--- config.mk ---
export PLATFORM = sky130hd
export DESIGN_NAME = tx_clock_ctrl
export DESIGN_NICKNAME = d
export VERILOG_FILES = /design/src/design/tx_clock_pkg.sv /design/src/design/lane_if.sv /design/src/design/lane_capture.sv /design/src/design/tx_clock_ctrl.sv
export VERILOG_INCLUDE_DIRS = /design/src /design/src/design
export SDC_FILE = /design/constraint.sdc
export NUM_CORES = 1
export LEC_CHECK = 0
export ABC_AREA = 1
export BUFFER_PORTS_ARGS = -buffer_cell sky130_fd_sc_hd__buf_2
export CAP_MARGIN = 20
export CORE_MARGIN = 1.5
export CORE_UTILIZATION = 57
export CTS_BUF_LIST = sky130_fd_sc_hd__clkbuf_4
export CTS_CLUSTER_DIAMETER = 60
export DETAILED_ROUTE_END_ITERATION = 7
export GPL_TIMING_DRIVEN = 0
export PLACE_DENSITY = 0.82
export SLEW_MARGIN = 20
export SYNTH_ARGS = -nofsm -noshare
export SYNTH_HDL_FRONTEND = slang
export SYNTH_SLANG_ARGS = --single-unit
--- constraint.sdc ---
create_clock -name CLK -period 6.3 [get_ports CLK]
set_input_delay 0.315 -clock CLK [delete_from_list [all_inputs] [get_ports CLK]]
set_output_delay 0.315 -clock CLK [all_outputs]
set_load 0.05 [all_outputs]
--- src/design/tx_clock_map.svh ---
// Register offsets, field positions, codes and counts of the transmit clock block
`ifndef TX_CLOCK_MAP_SVH
`define TX_CLOCK_MAP_SVH

`define OFF_CTRL        8'h00
`define OFF_STATUS      8'h04
`define OFF_LANE_A      8'h08
`define OFF_LANE_B      8'h0C

`define CTRL_TXSEL_LSB  0
`define CTRL_RXSEL_LSB  2
`define CTRL_RATE_BIT   4
`define CTRL_MODE0_LSB  6
`define CTRL_MODE1_LSB  8
`define CTRL_RESET      32'h0000_0155

`define ST_INVALID_BIT  0
`define ST_MULT_LSB     1
`define ST_MODE_LSB     6
`define ST_LOCKA_BIT    10
`define ST_LOCKB_BIT    11

`define TRI_LOW         2'h0
`define TRI_MID         2'h1
`define TRI_HIGH        2'h2

`define MULT_FULL       5'h0A
`define MULT_HALF       5'h14
`define ALIGN_MIN_EDGES 2'h2

`endif

--- src/design/tx_clock_pkg.sv ---
// Types shared by the transmit clock block
package tx_clock_pkg;
    typedef enum logic [2:0] {
        AL_IDLE  = 3'b001,
        AL_TRACK = 3'b010,
        AL_LOCK  = 3'b100
    } align_state_t;

    typedef logic [1:0] tri_sel_t;
endpackage : tx_clock_pkg

--- src/design/lane_if.sv ---
// Signals between the clock control top and one lane input register
`timescale 1ns/1ps
interface lane_if;
    logic        cap_tick;
    logic        char_tick;
    logic        align_req;
    logic [9:0]  din;
    logic [9:0]  dout;
    logic [3:0]  offset;
    logic        locked;

    modport top  (output cap_tick, char_tick, align_req, din, input dout, offset, locked);
    modport lane (input cap_tick, char_tick, align_req, din, output dout, offset, locked);
endinterface : lane_if

--- src/design/lane_capture.sv ---
// One lane: input register plus phase-align hand-off to the character clock
`timescale 1ns/1ps
module lane_capture (
    // Clock and reset
    input  wire logic CLK,
    input  wire logic SYS_RST,
    // Link to the top
    lane_if.lane      lif
);
    tx_clock_pkg::align_state_t st_q, st_d;
    logic [9:0] in_q, in_d;
    logic [9:0] out_q, out_d;
    logic [3:0] phase_q, phase_d;
    logic [3:0] off_q, off_d;

    // Next state: load on capture edge, move to encoder side on char tick
    always_comb
    begin
        st_d    = st_q;
        in_d    = in_q;
        out_d   = out_q;
        off_d   = off_q;
        phase_d = (phase_q == 4'hF) ? phase_q : phase_q + 4'h1;
        if (lif.cap_tick)
        begin
            in_d    = lif.din;
            phase_d = 4'h0;
        end
        if (lif.char_tick)
            out_d = in_q;
        case (st_q)
            tx_clock_pkg::AL_IDLE:
                if (lif.align_req)
                    st_d = tx_clock_pkg::AL_TRACK;
            tx_clock_pkg::AL_TRACK:
            begin
                // Phase may slip here; characters can be dropped or repeated
                if (lif.char_tick)
                    off_d = phase_q;
                if (!lif.align_req)
                    st_d = tx_clock_pkg::AL_LOCK;
            end
            tx_clock_pkg::AL_LOCK:
                if (lif.align_req)
                    st_d = tx_clock_pkg::AL_TRACK;
            default:
                st_d = tx_clock_pkg::AL_IDLE;
        endcase
    end

    // State registers
    always_ff @(posedge CLK or posedge SYS_RST)
    begin
        if (SYS_RST)
        begin
            st_q    <= tx_clock_pkg::AL_IDLE;
            in_q    <= 10'h000;
            out_q   <= 10'h000;
            phase_q <= 4'h0;
            off_q   <= 4'h0;
        end
        else
        begin
            st_q    <= st_d;
            in_q    <= in_d;
            out_q   <= out_d;
            phase_q <= phase_d;
            off_q   <= off_d;
        end
    end

    assign lif.dout   = out_q;
    assign lif.offset = off_q;
    assign lif.locked = (st_q == tx_clock_pkg::AL_LOCK);

    // Checks
    chk_capture_loads: assert property (@(posedge CLK) disable iff (SYS_RST)
        lif.cap_tick |=> in_q == $past(lif.din))
        else $error("input register missed capture");
    chk_lock_freezes: assert property (@(posedge CLK) disable iff (SYS_RST)
        (st_q == tx_clock_pkg::AL_LOCK && !lif.align_req) |=> $stable(off_q))
        else $error("phase moved while locked");
    chk_track_enters: assert property (@(posedge CLK) disable iff (SYS_RST)
        (lif.align_req && st_q != tx_clock_pkg::AL_TRACK) |=> st_q == tx_clock_pkg::AL_TRACK)
        else $error("alignment did not start");
endmodule : lane_capture

--- src/design/tx_clock_ctrl.sv ---
// Transmit clock source select, rate control and synthesized clock output
//
// Our own choices: the APB slave port and the placing of the registers.
`timescale 1ns/1ps
`include "tx_clock_map.svh"

// What this block does
// - With the source select LOW both lane input registers load on the reference clock rise.
// - With the source select MID each lane captures data and control on its own clock rise.
// - With the source select HIGH every lane input register loads on the lane A clock rise.
// - The transmit PLL multiplies the reference by 20 at HIGH rate and by 10 at LOW rate.
// - Receive output clocks taken from the reference follow its frequency and duty cycle.
// - A true and complement clock runs at reference rate when LOW and double when HIGH.
// - Each lane realigns its phase while the phase-align reset is LOW and holds it when HIGH.
// - The two ternary mode inputs decode into one of nine transmit operating modes.
// - Each three-level select is LOW, MID or HIGH, and an unconnected one reads as MID.
// - At half-rate reference, reference-timed inputs are sampled on both reference edges.
module tx_clock_ctrl (
    // Clock and reset
    input  wire logic        CLK,
    input  wire logic        SYS_RST,
    // APB slave
    input  wire logic        PSEL,
    input  wire logic        PENABLE,
    input  wire logic        PWRITE,
    input  wire logic [7:0]  PADDR,
    input  wire logic [31:0] PWDATA,
    output logic      [31:0] PRDATA,
    output logic             PREADY,
    output logic             PSLVERR,
    // Clock pins from the host side
    input  wire logic        REFERENCE_CLOCK_IN,
    input  wire logic        TX_INPUT_CLOCK_A,
    input  wire logic        TX_INPUT_CLOCK_B,
    input  wire logic        TX_PHASE_ALIGN_RESET_N,
    // Parallel data pins
    input  wire logic [7:0]  TX_PARALLEL_DATA_A,
    input  wire logic [1:0]  TX_CONTROL_CODE_A,
    input  wire logic [7:0]  TX_PARALLEL_DATA_B,
    input  wire logic [1:0]  TX_CONTROL_CODE_B,
    // Lane outputs toward the encoder
    output logic      [9:0]  LANE_A_CHAR,
    output logic      [9:0]  LANE_B_CHAR,
    output logic             CHAR_TICK,
    // Generated clocks
    output logic             TX_SYNTH_CLOCK_OUT,
    output logic             TX_SYNTH_CLOCK_OUT_N,
    output logic             RX_OUTPUT_CLOCK_A,
    output logic             RX_OUTPUT_CLOCK_C
);
    logic [31:0] ctrl_q, ctrl_d;
    logic [31:0] rdata_q, rdata_d;
    logic [2:0]  ref_s, clka_s, clkb_s, rst_s;
    logic [9:0]  da_s1, da_s2, db_s1, db_s2;
    logic        ref_rise, ref_fall, ref_any, a_rise, b_rise;
    logic [1:0]  tx_sel, rx_sel, mode0, mode1;
    logic        rate_half;
    logic [4:0]  pll_mult;
    logic [3:0]  mode_idx;
    logic        invalid_cfg;
    logic        cap_a, cap_b, char_tick;
    logic [1:0]  low_cnt_q, low_cnt_d;
    logic [7:0]  since_q, since_d, half_q, half_d;
    logic        synth_q, synth_d;
    logic        access, setup, mapped;
    logic [31:0] status;

    lane_if lane_a ();
    lane_if lane_b ();

    // Resolve a three-level select; the floating code reads as MID
    function automatic logic [1:0] tri_resolve(input tx_clock_pkg::tri_sel_t v);
        tri_resolve = (v == 2'h3) ? `TRI_MID : v;
    endfunction : tri_resolve

    // Pin synchronisers; stage 0 feeds only stage 1
    always_ff @(posedge CLK or posedge SYS_RST)
    begin
        if (SYS_RST)
        begin
            ref_s  <= 3'h0;
            clka_s <= 3'h0;
            clkb_s <= 3'h0;
            rst_s  <= 3'h7;
            da_s1  <= 10'h000;
            da_s2  <= 10'h000;
            db_s1  <= 10'h000;
            db_s2  <= 10'h000;
        end
        else
        begin
            ref_s  <= {ref_s[1:0], REFERENCE_CLOCK_IN};
            clka_s <= {clka_s[1:0], TX_INPUT_CLOCK_A};
            clkb_s <= {clkb_s[1:0], TX_INPUT_CLOCK_B};
            rst_s  <= {rst_s[1:0], TX_PHASE_ALIGN_RESET_N};
            da_s1  <= {TX_PARALLEL_DATA_A, TX_CONTROL_CODE_A};
            da_s2  <= da_s1;
            db_s1  <= {TX_PARALLEL_DATA_B, TX_CONTROL_CODE_B};
            db_s2  <= db_s1;
        end
    end

    // Edge events from synchronised stages 1 and 2
    assign ref_rise = ref_s[1] & ~ref_s[2];
    assign ref_fall = ~ref_s[1] & ref_s[2];
    assign ref_any  = ref_rise | ref_fall;
    assign a_rise   = clka_s[1] & ~clka_s[2];
    assign b_rise   = clkb_s[1] & ~clkb_s[2];

    // Configuration decode
    assign tx_sel    = tri_resolve(ctrl_q[`CTRL_TXSEL_LSB +: 2]);
    assign rx_sel    = tri_resolve(ctrl_q[`CTRL_RXSEL_LSB +: 2]);
    assign mode0     = tri_resolve(ctrl_q[`CTRL_MODE0_LSB +: 2]);
    assign mode1     = tri_resolve(ctrl_q[`CTRL_MODE1_LSB +: 2]);
    assign rate_half = ctrl_q[`CTRL_RATE_BIT];
    assign pll_mult  = rate_half ? `MULT_HALF : `MULT_FULL;
    assign mode_idx  = ({2'h0, mode1} * 4'h3) + {2'h0, mode0};
    // Flag only; the software side owns keeping clear of this pairing
    assign invalid_cfg = rate_half && (tx_sel != `TRI_LOW);

    // Character rate: one tick per full-rate reference period, two at half rate
    assign char_tick = rate_half ? ref_any : ref_rise;

    // Capture event per lane from the selected source
    always_comb
    begin
        case (tx_sel)
            `TRI_LOW:
            begin
                cap_a = char_tick;
                cap_b = char_tick;
            end
            `TRI_MID:
            begin
                cap_a = a_rise;
                cap_b = b_rise;
            end
            `TRI_HIGH:
            begin
                cap_a = a_rise;
                cap_b = a_rise;
            end
            default:
            begin
                cap_a = char_tick;
                cap_b = char_tick;
            end
        endcase
    end

    // Phase-align request needs two reference rises with reset low
    always_comb
    begin
        low_cnt_d = low_cnt_q;
        if (rst_s[1])
            low_cnt_d = 2'h0;
        else if (ref_rise && low_cnt_q != `ALIGN_MIN_EDGES)
            low_cnt_d = low_cnt_q + 2'h1;
    end

    // Synthesized clock: toggle at each reference edge, and mid-way at HIGH rate
    always_comb
    begin
        since_d = (since_q == 8'hFF) ? since_q : since_q + 8'h01;
        half_d  = half_q;
        synth_d = synth_q;
        if (ref_any)
        begin
            since_d = 8'h00;
            half_d  = since_q;
            synth_d = ~synth_q;
        end
        else if (rate_half && since_q == {1'b0, half_q[7:1]} && half_q > 8'h01)
            synth_d = ~synth_q;
    end

    // Clock generation state
    always_ff @(posedge CLK or posedge SYS_RST)
    begin
        if (SYS_RST)
        begin
            low_cnt_q <= 2'h0;
            since_q   <= 8'h00;
            half_q    <= 8'h00;
            synth_q   <= 1'b0;
        end
        else
        begin
            low_cnt_q <= low_cnt_d;
            since_q   <= since_d;
            half_q    <= half_d;
            synth_q   <= synth_d;
        end
    end

    // Lane links
    assign lane_a.cap_tick  = cap_a;
    assign lane_a.char_tick = char_tick;
    assign lane_a.align_req = (low_cnt_q == `ALIGN_MIN_EDGES);
    assign lane_a.din       = da_s2;
    assign lane_b.cap_tick  = cap_b;
    assign lane_b.char_tick = char_tick;
    assign lane_b.align_req = (low_cnt_q == `ALIGN_MIN_EDGES);
    assign lane_b.din       = db_s2;

    lane_capture u_lane_a (
        .CLK     (CLK),
        .SYS_RST (SYS_RST),
        .lif     (lane_a)
    );

    lane_capture u_lane_b (
        .CLK     (CLK),
        .SYS_RST (SYS_RST),
        .lif     (lane_b)
    );

    // APB decode; zero wait states
    assign setup  = PSEL & ~PENABLE;
    assign access = PSEL & PENABLE;
    assign mapped = (PADDR == `OFF_CTRL) || (PADDR == `OFF_STATUS) ||
                    (PADDR == `OFF_LANE_A) || (PADDR == `OFF_LANE_B);
    assign status = {20'h0_0000, lane_b.locked, lane_a.locked, mode_idx,
                     pll_mult, invalid_cfg};

    // Register next values; read data is latched in setup so it comes from a flop
    always_comb
    begin
        ctrl_d  = ctrl_q;
        rdata_d = rdata_q;
        if (access && PWRITE && PADDR == `OFF_CTRL)
            ctrl_d = {22'h00_0000, PWDATA[9:0]};
        if (setup)
        begin
            case (PADDR)
                `OFF_CTRL:   rdata_d = ctrl_q;
                `OFF_STATUS: rdata_d = status;
                `OFF_LANE_A: rdata_d = {18'h0_0000, lane_a.offset, lane_a.dout};
                `OFF_LANE_B: rdata_d = {18'h0_0000, lane_b.offset, lane_b.dout};
                default:     rdata_d = 32'h0000_0000;
            endcase
        end
    end

    // Register file
    always_ff @(posedge CLK or posedge SYS_RST)
    begin
        if (SYS_RST)
        begin
            ctrl_q  <= `CTRL_RESET;
            rdata_q <= 32'h0000_0000;
        end
        else
        begin
            ctrl_q  <= ctrl_d;
            rdata_q <= rdata_d;
        end
    end

    // Outputs
    assign PRDATA               = rdata_q;
    assign PREADY               = 1'b1;
    assign PSLVERR              = access & ~mapped;
    assign LANE_A_CHAR          = lane_a.dout;
    assign LANE_B_CHAR          = lane_b.dout;
    assign CHAR_TICK            = char_tick;
    assign TX_SYNTH_CLOCK_OUT   = synth_q;
    assign TX_SYNTH_CLOCK_OUT_N = ~synth_q;
    // Reference-driven receive clocks mirror it at either rate; idle otherwise
    assign RX_OUTPUT_CLOCK_A    = (rx_sel == `TRI_LOW) & ref_s[2];
    assign RX_OUTPUT_CLOCK_C    = (rx_sel == `TRI_LOW) & ref_s[2];

    // Checks
    chk_pll_mult_rate: assert property (@(posedge CLK) disable iff (SYS_RST)
        pll_mult == (ctrl_q[`CTRL_RATE_BIT] ? 5'h14 : 5'h0A))
        else $error("wrong PLL multiplier");
    chk_invalid_flag: assert property (@(posedge CLK) disable iff (SYS_RST)
        (ctrl_q[`CTRL_RATE_BIT] && ctrl_q[1:0] == 2'h2) |-> status[0])
        else $error("invalid pairing not flagged");
    chk_mode_nine: assert property (@(posedge CLK) disable iff (SYS_RST)
        mode_idx < 4'h9)
        else $error("mode index out of range");
    chk_float_mid: assert property (@(posedge CLK) disable iff (SYS_RST)
        (ctrl_q[1:0] == 2'h3) |-> (cap_a == a_rise && cap_b == b_rise))
        else $error("floating select not taken as MID");
    chk_shared_a: assert property (@(posedge CLK) disable iff (SYS_RST)
        (tx_sel == `TRI_HIGH && a_rise) |-> cap_b)
        else $error("lane B not clocked from lane A clock");
    chk_half_both: assert property (@(posedge CLK) disable iff (SYS_RST)
        (tx_sel == `TRI_LOW && rate_half && ref_fall) |-> (cap_a && cap_b))
        else $error("falling edge not sampled at half rate");
    chk_rx_follow: assert property (@(posedge CLK) disable iff (SYS_RST)
        (rx_sel == `TRI_LOW) |-> (RX_OUTPUT_CLOCK_A == ref_s[2]))
        else $error("receive clock not following reference");
    chk_synth_toggle: assert property (@(posedge CLK) disable iff (SYS_RST)
        ref_any |=> TX_SYNTH_CLOCK_OUT != $past(TX_SYNTH_CLOCK_OUT))
        else $error("synth clock did not toggle on reference edge");
    chk_align_two: assert property (@(posedge CLK) disable iff (SYS_RST)
        $rose(lane_a.align_req) |-> $past(!rst_s[1], 1) && $past(!rst_s[1], 2))
        else $error("alignment started too early");
endmodule : tx_clock_ctrl

==> metrics <==
P_int=about 1.5 mW; die area=roughly 0.012 mm²; CTS Root Cell=clkbuf_4; kind of critical path=flip-flop to output pin; Gate power share=0.185; PostCTS Resize Cnt=0; Vias=between 5000 and 6000; Final Hold Fails=0; CTS Buf Count=17; CTS Buffer Depth=2; dpl cell area=0.00719 mm²; worst min-delay path class=primary input to flip-flop; Initial DRT Pass Iterations=5; first-pass GRT wire length=roughly 22 mm; Worst-path clk slew=roughly 0.13 ns; Clock Sinks=roughly 160; Total Routed Length=13.6 mm; Post-synth EDFFs=0; Yosys cell types=35; # port buffers=between 80 and 90; vias in the first global route=between 4000 and 5000; Worst Setup Start Kind=flip-flop; Max-cap violations=0; area growth from synthesis to layout=20.9%; Leak=about 4.2 nW; Synth Register Bits=about 160; ratio of cells with drive above 1 in the final layout=0.226; Gate Count Post-Synth=roughly 700; CP Capture Type=output pin; setup TNS=0 ns; worst setup margin=between 3 and 4 ns; CTS tree=built; DRT antenna net count=0; starting density of the core=0.591; clock skew=~0.019 ns; largest net degree at the start of global routing=about 110; result of the run=finished, final reports clean; Psw=between 0.7 and 0.8 mW; Final setup viols=0; grt total ovfl=0; dominant cells by area after synthesis=dfrtp_1 56%, nand2_1 13%, inv_1 4.4%; gp weighted congestion=between 0.9 and 1; Die Ht=110 µm; switching share of power=0.316; warnings from Yosys=0; Worst EP required=5.98 ns; Post-Syn Area=between 0.006 and 0.007 mm²; mean post-synth cell area=between 9 and 10 µm²; fin. max-slew vios=0; Final Cell Area=0.00785 mm²; relative slew slack=0.651; Slew @ Worst Pin=between 0.5 and 0.6 ns; worst vdd ir=between 150 and 200 µV; Final #Nets=about 930; clock power share=0.284; worst-path maximum fanout=10; asr flop ratio synth=1.00; Via density=5.10; register area share after synthesis=0.599; hpwl dp=between 9 and 10 mm; Worst-Skew Late Latency=approximately 0.53 ns; cell accounting for the most synthesized area=dfrtp_1; Synth top area share=0.563; most common cell in the synthesized netlist=nand2_1; Core Util, Final=0.715; RSZ-0062 raised after global routing=false; CORE AREA=~0.011 mm²; setup slack at placement=4.23 ns; top_reg_cell synth=dfrtp_1; gr usage total=0.246; total power=approximately 2.2 mW; First DRT Iteration DRCs=roughly 370; register share of total power=0.531; Routed WL per cell=13.5 µm; most frequent cells after synthesis=233 x nand2_1, 146 x dfrtp_1, 76 x inv_1; Pwr Density=about 280 mW/mm²; initial antenna violation count=1; Max Freq=381 MHz; H-tree depth=4; Die X=~110 µm; Tcrit/Tclk final=0.416; IO Pins=approximately 130; Std-Cell Rows=38; DRC Markers=0; min Tclk post-route=between 2 and 3 ns; arrival time worst endpoint=between 2 and 2.5 ns
==> through the flow <==
step	cells	hold slack (ns)
6_report	1010	0.0443
4_1_cts	1008	0.00770
3_5_place_dp	943	0.329
2_1_floorplan	716	0.319
5_1_grt	1010	0.0148
3_3_place_gp	942	0.332
==> cell type report <==
cell class                 count  area (µm²)
sequential                   155        3890
fill                         809        3130
multi-input combinational    438        2060
timing repair buffer         121         798
inverter                      84         325
buffer                        39         284
tap                          140         175
clock inverter                12         161
clock buffer                  20         150
antenna                        1        2.50
==> registers in the layout, indices dropped and copies added, names as in the netlist, 4 cells and up <==
name / flops
PRDATA: 14
ctrl_q: 10
da_s1: 10
da_s2: 10
db_s1: 10
db_s2: 10
half_q: 7
since_q: 8
u_lane_a.in_q: 10
u_lane_a.lif.dout: 10
u_lane_a.lif.offset: 4
u_lane_a.phase_q: 4
u_lane_b.in_q: 10
u_lane_b.lif.dout: 10
u_lane_b.lif.offset: 4
u_lane_b.phase_q: 4
==> power groups by stage <==
stage	combinational [mW]	sequential, mW	clock [mW]
floorplan	0.218	1.26	0
global placement	0.373	1.19	0
detailed placement	0.396	1.20	0
CTS	0.413	1.18	0.647
global route	0.455	1.20	0.692
finish	0.413	1.18	0.633
==> worst max-delay path, stage by stage (launching register included) <==
cell and delay (ns):
dfrtp_1 0.38, inv_1 0.07, ha_1 0.22, buf_4 0.17, nand2_1 0.08, o21ai_2 0.12
inv_2 0.09, buf_4 0.19, buf_6 0.16, buf_2 0.28
==> cells in the final DEF (no fill, tap or decap), types with 6 or more instances in the layout <==
cell type	n
clkbuf_1	6
clkbuf_4	20
dfrtp_1	146
nand2_1	233
dfstp_2	9
o21ai_2	11
inv_1	75
nand3_1	36
buf_2	88
nor3_1	6
buf_4	26
conb_1	19
dlygate4sd3_1	34
inv_2	7
o21ai_0	55
ha_1	8
nor2_1	31
==> worst paths after layout <==
kind / start / endpoint / slack, ns / cells after the start
hold / removal: PWDATA[7] / ctrl_q[7] / 0.04 / 3
min in group asynchronous: SYS_RST / half_q[6] / 0.31 / 3
setup / recovery: ref_s[2] / CHAR_TICK / 3.68 / 9
setup reg to reg: ctrl_q[6] / PRDATA[8] / 4.19 / 9
max in group asynchronous: SYS_RST / u_lane_a.lif.dout[6] / 5.19 / 4
hold reg to reg: db_s1[2] / db_s2[2] / 0.36 / 0
==> repair_timing <==
item,in CTS,in global routing
hold buffers,33,1
setup buffers,0,0
hold endpoints to repair,68,1
==> kinds of logic after synthesis <==
family	Yosys count	share of synthesized area
AND/OR/NAND/NOR	329	0.216
other	2	0.00116
AO/OA/AOI/OAI	78	0.0686
adder cells (fa/ha/maj)	9	0.0185
XOR/XNOR	3	0.00405
buffers and inverters	123	0.0927
flip-flops	155	0.599
==> routing by layer <==
| layer | GRT usage | share of wire |
|---|---|---|
| met1 | 0.306 | 0.41 |
| met2 | 0.415 | 0.51 |
| met3 | 0.0581 | 0.060 |
| met4 | 0.103 | 0.019 |
| met5 | 0 | 0 |
Note: power is estimated with default switching activity, not from simulation.
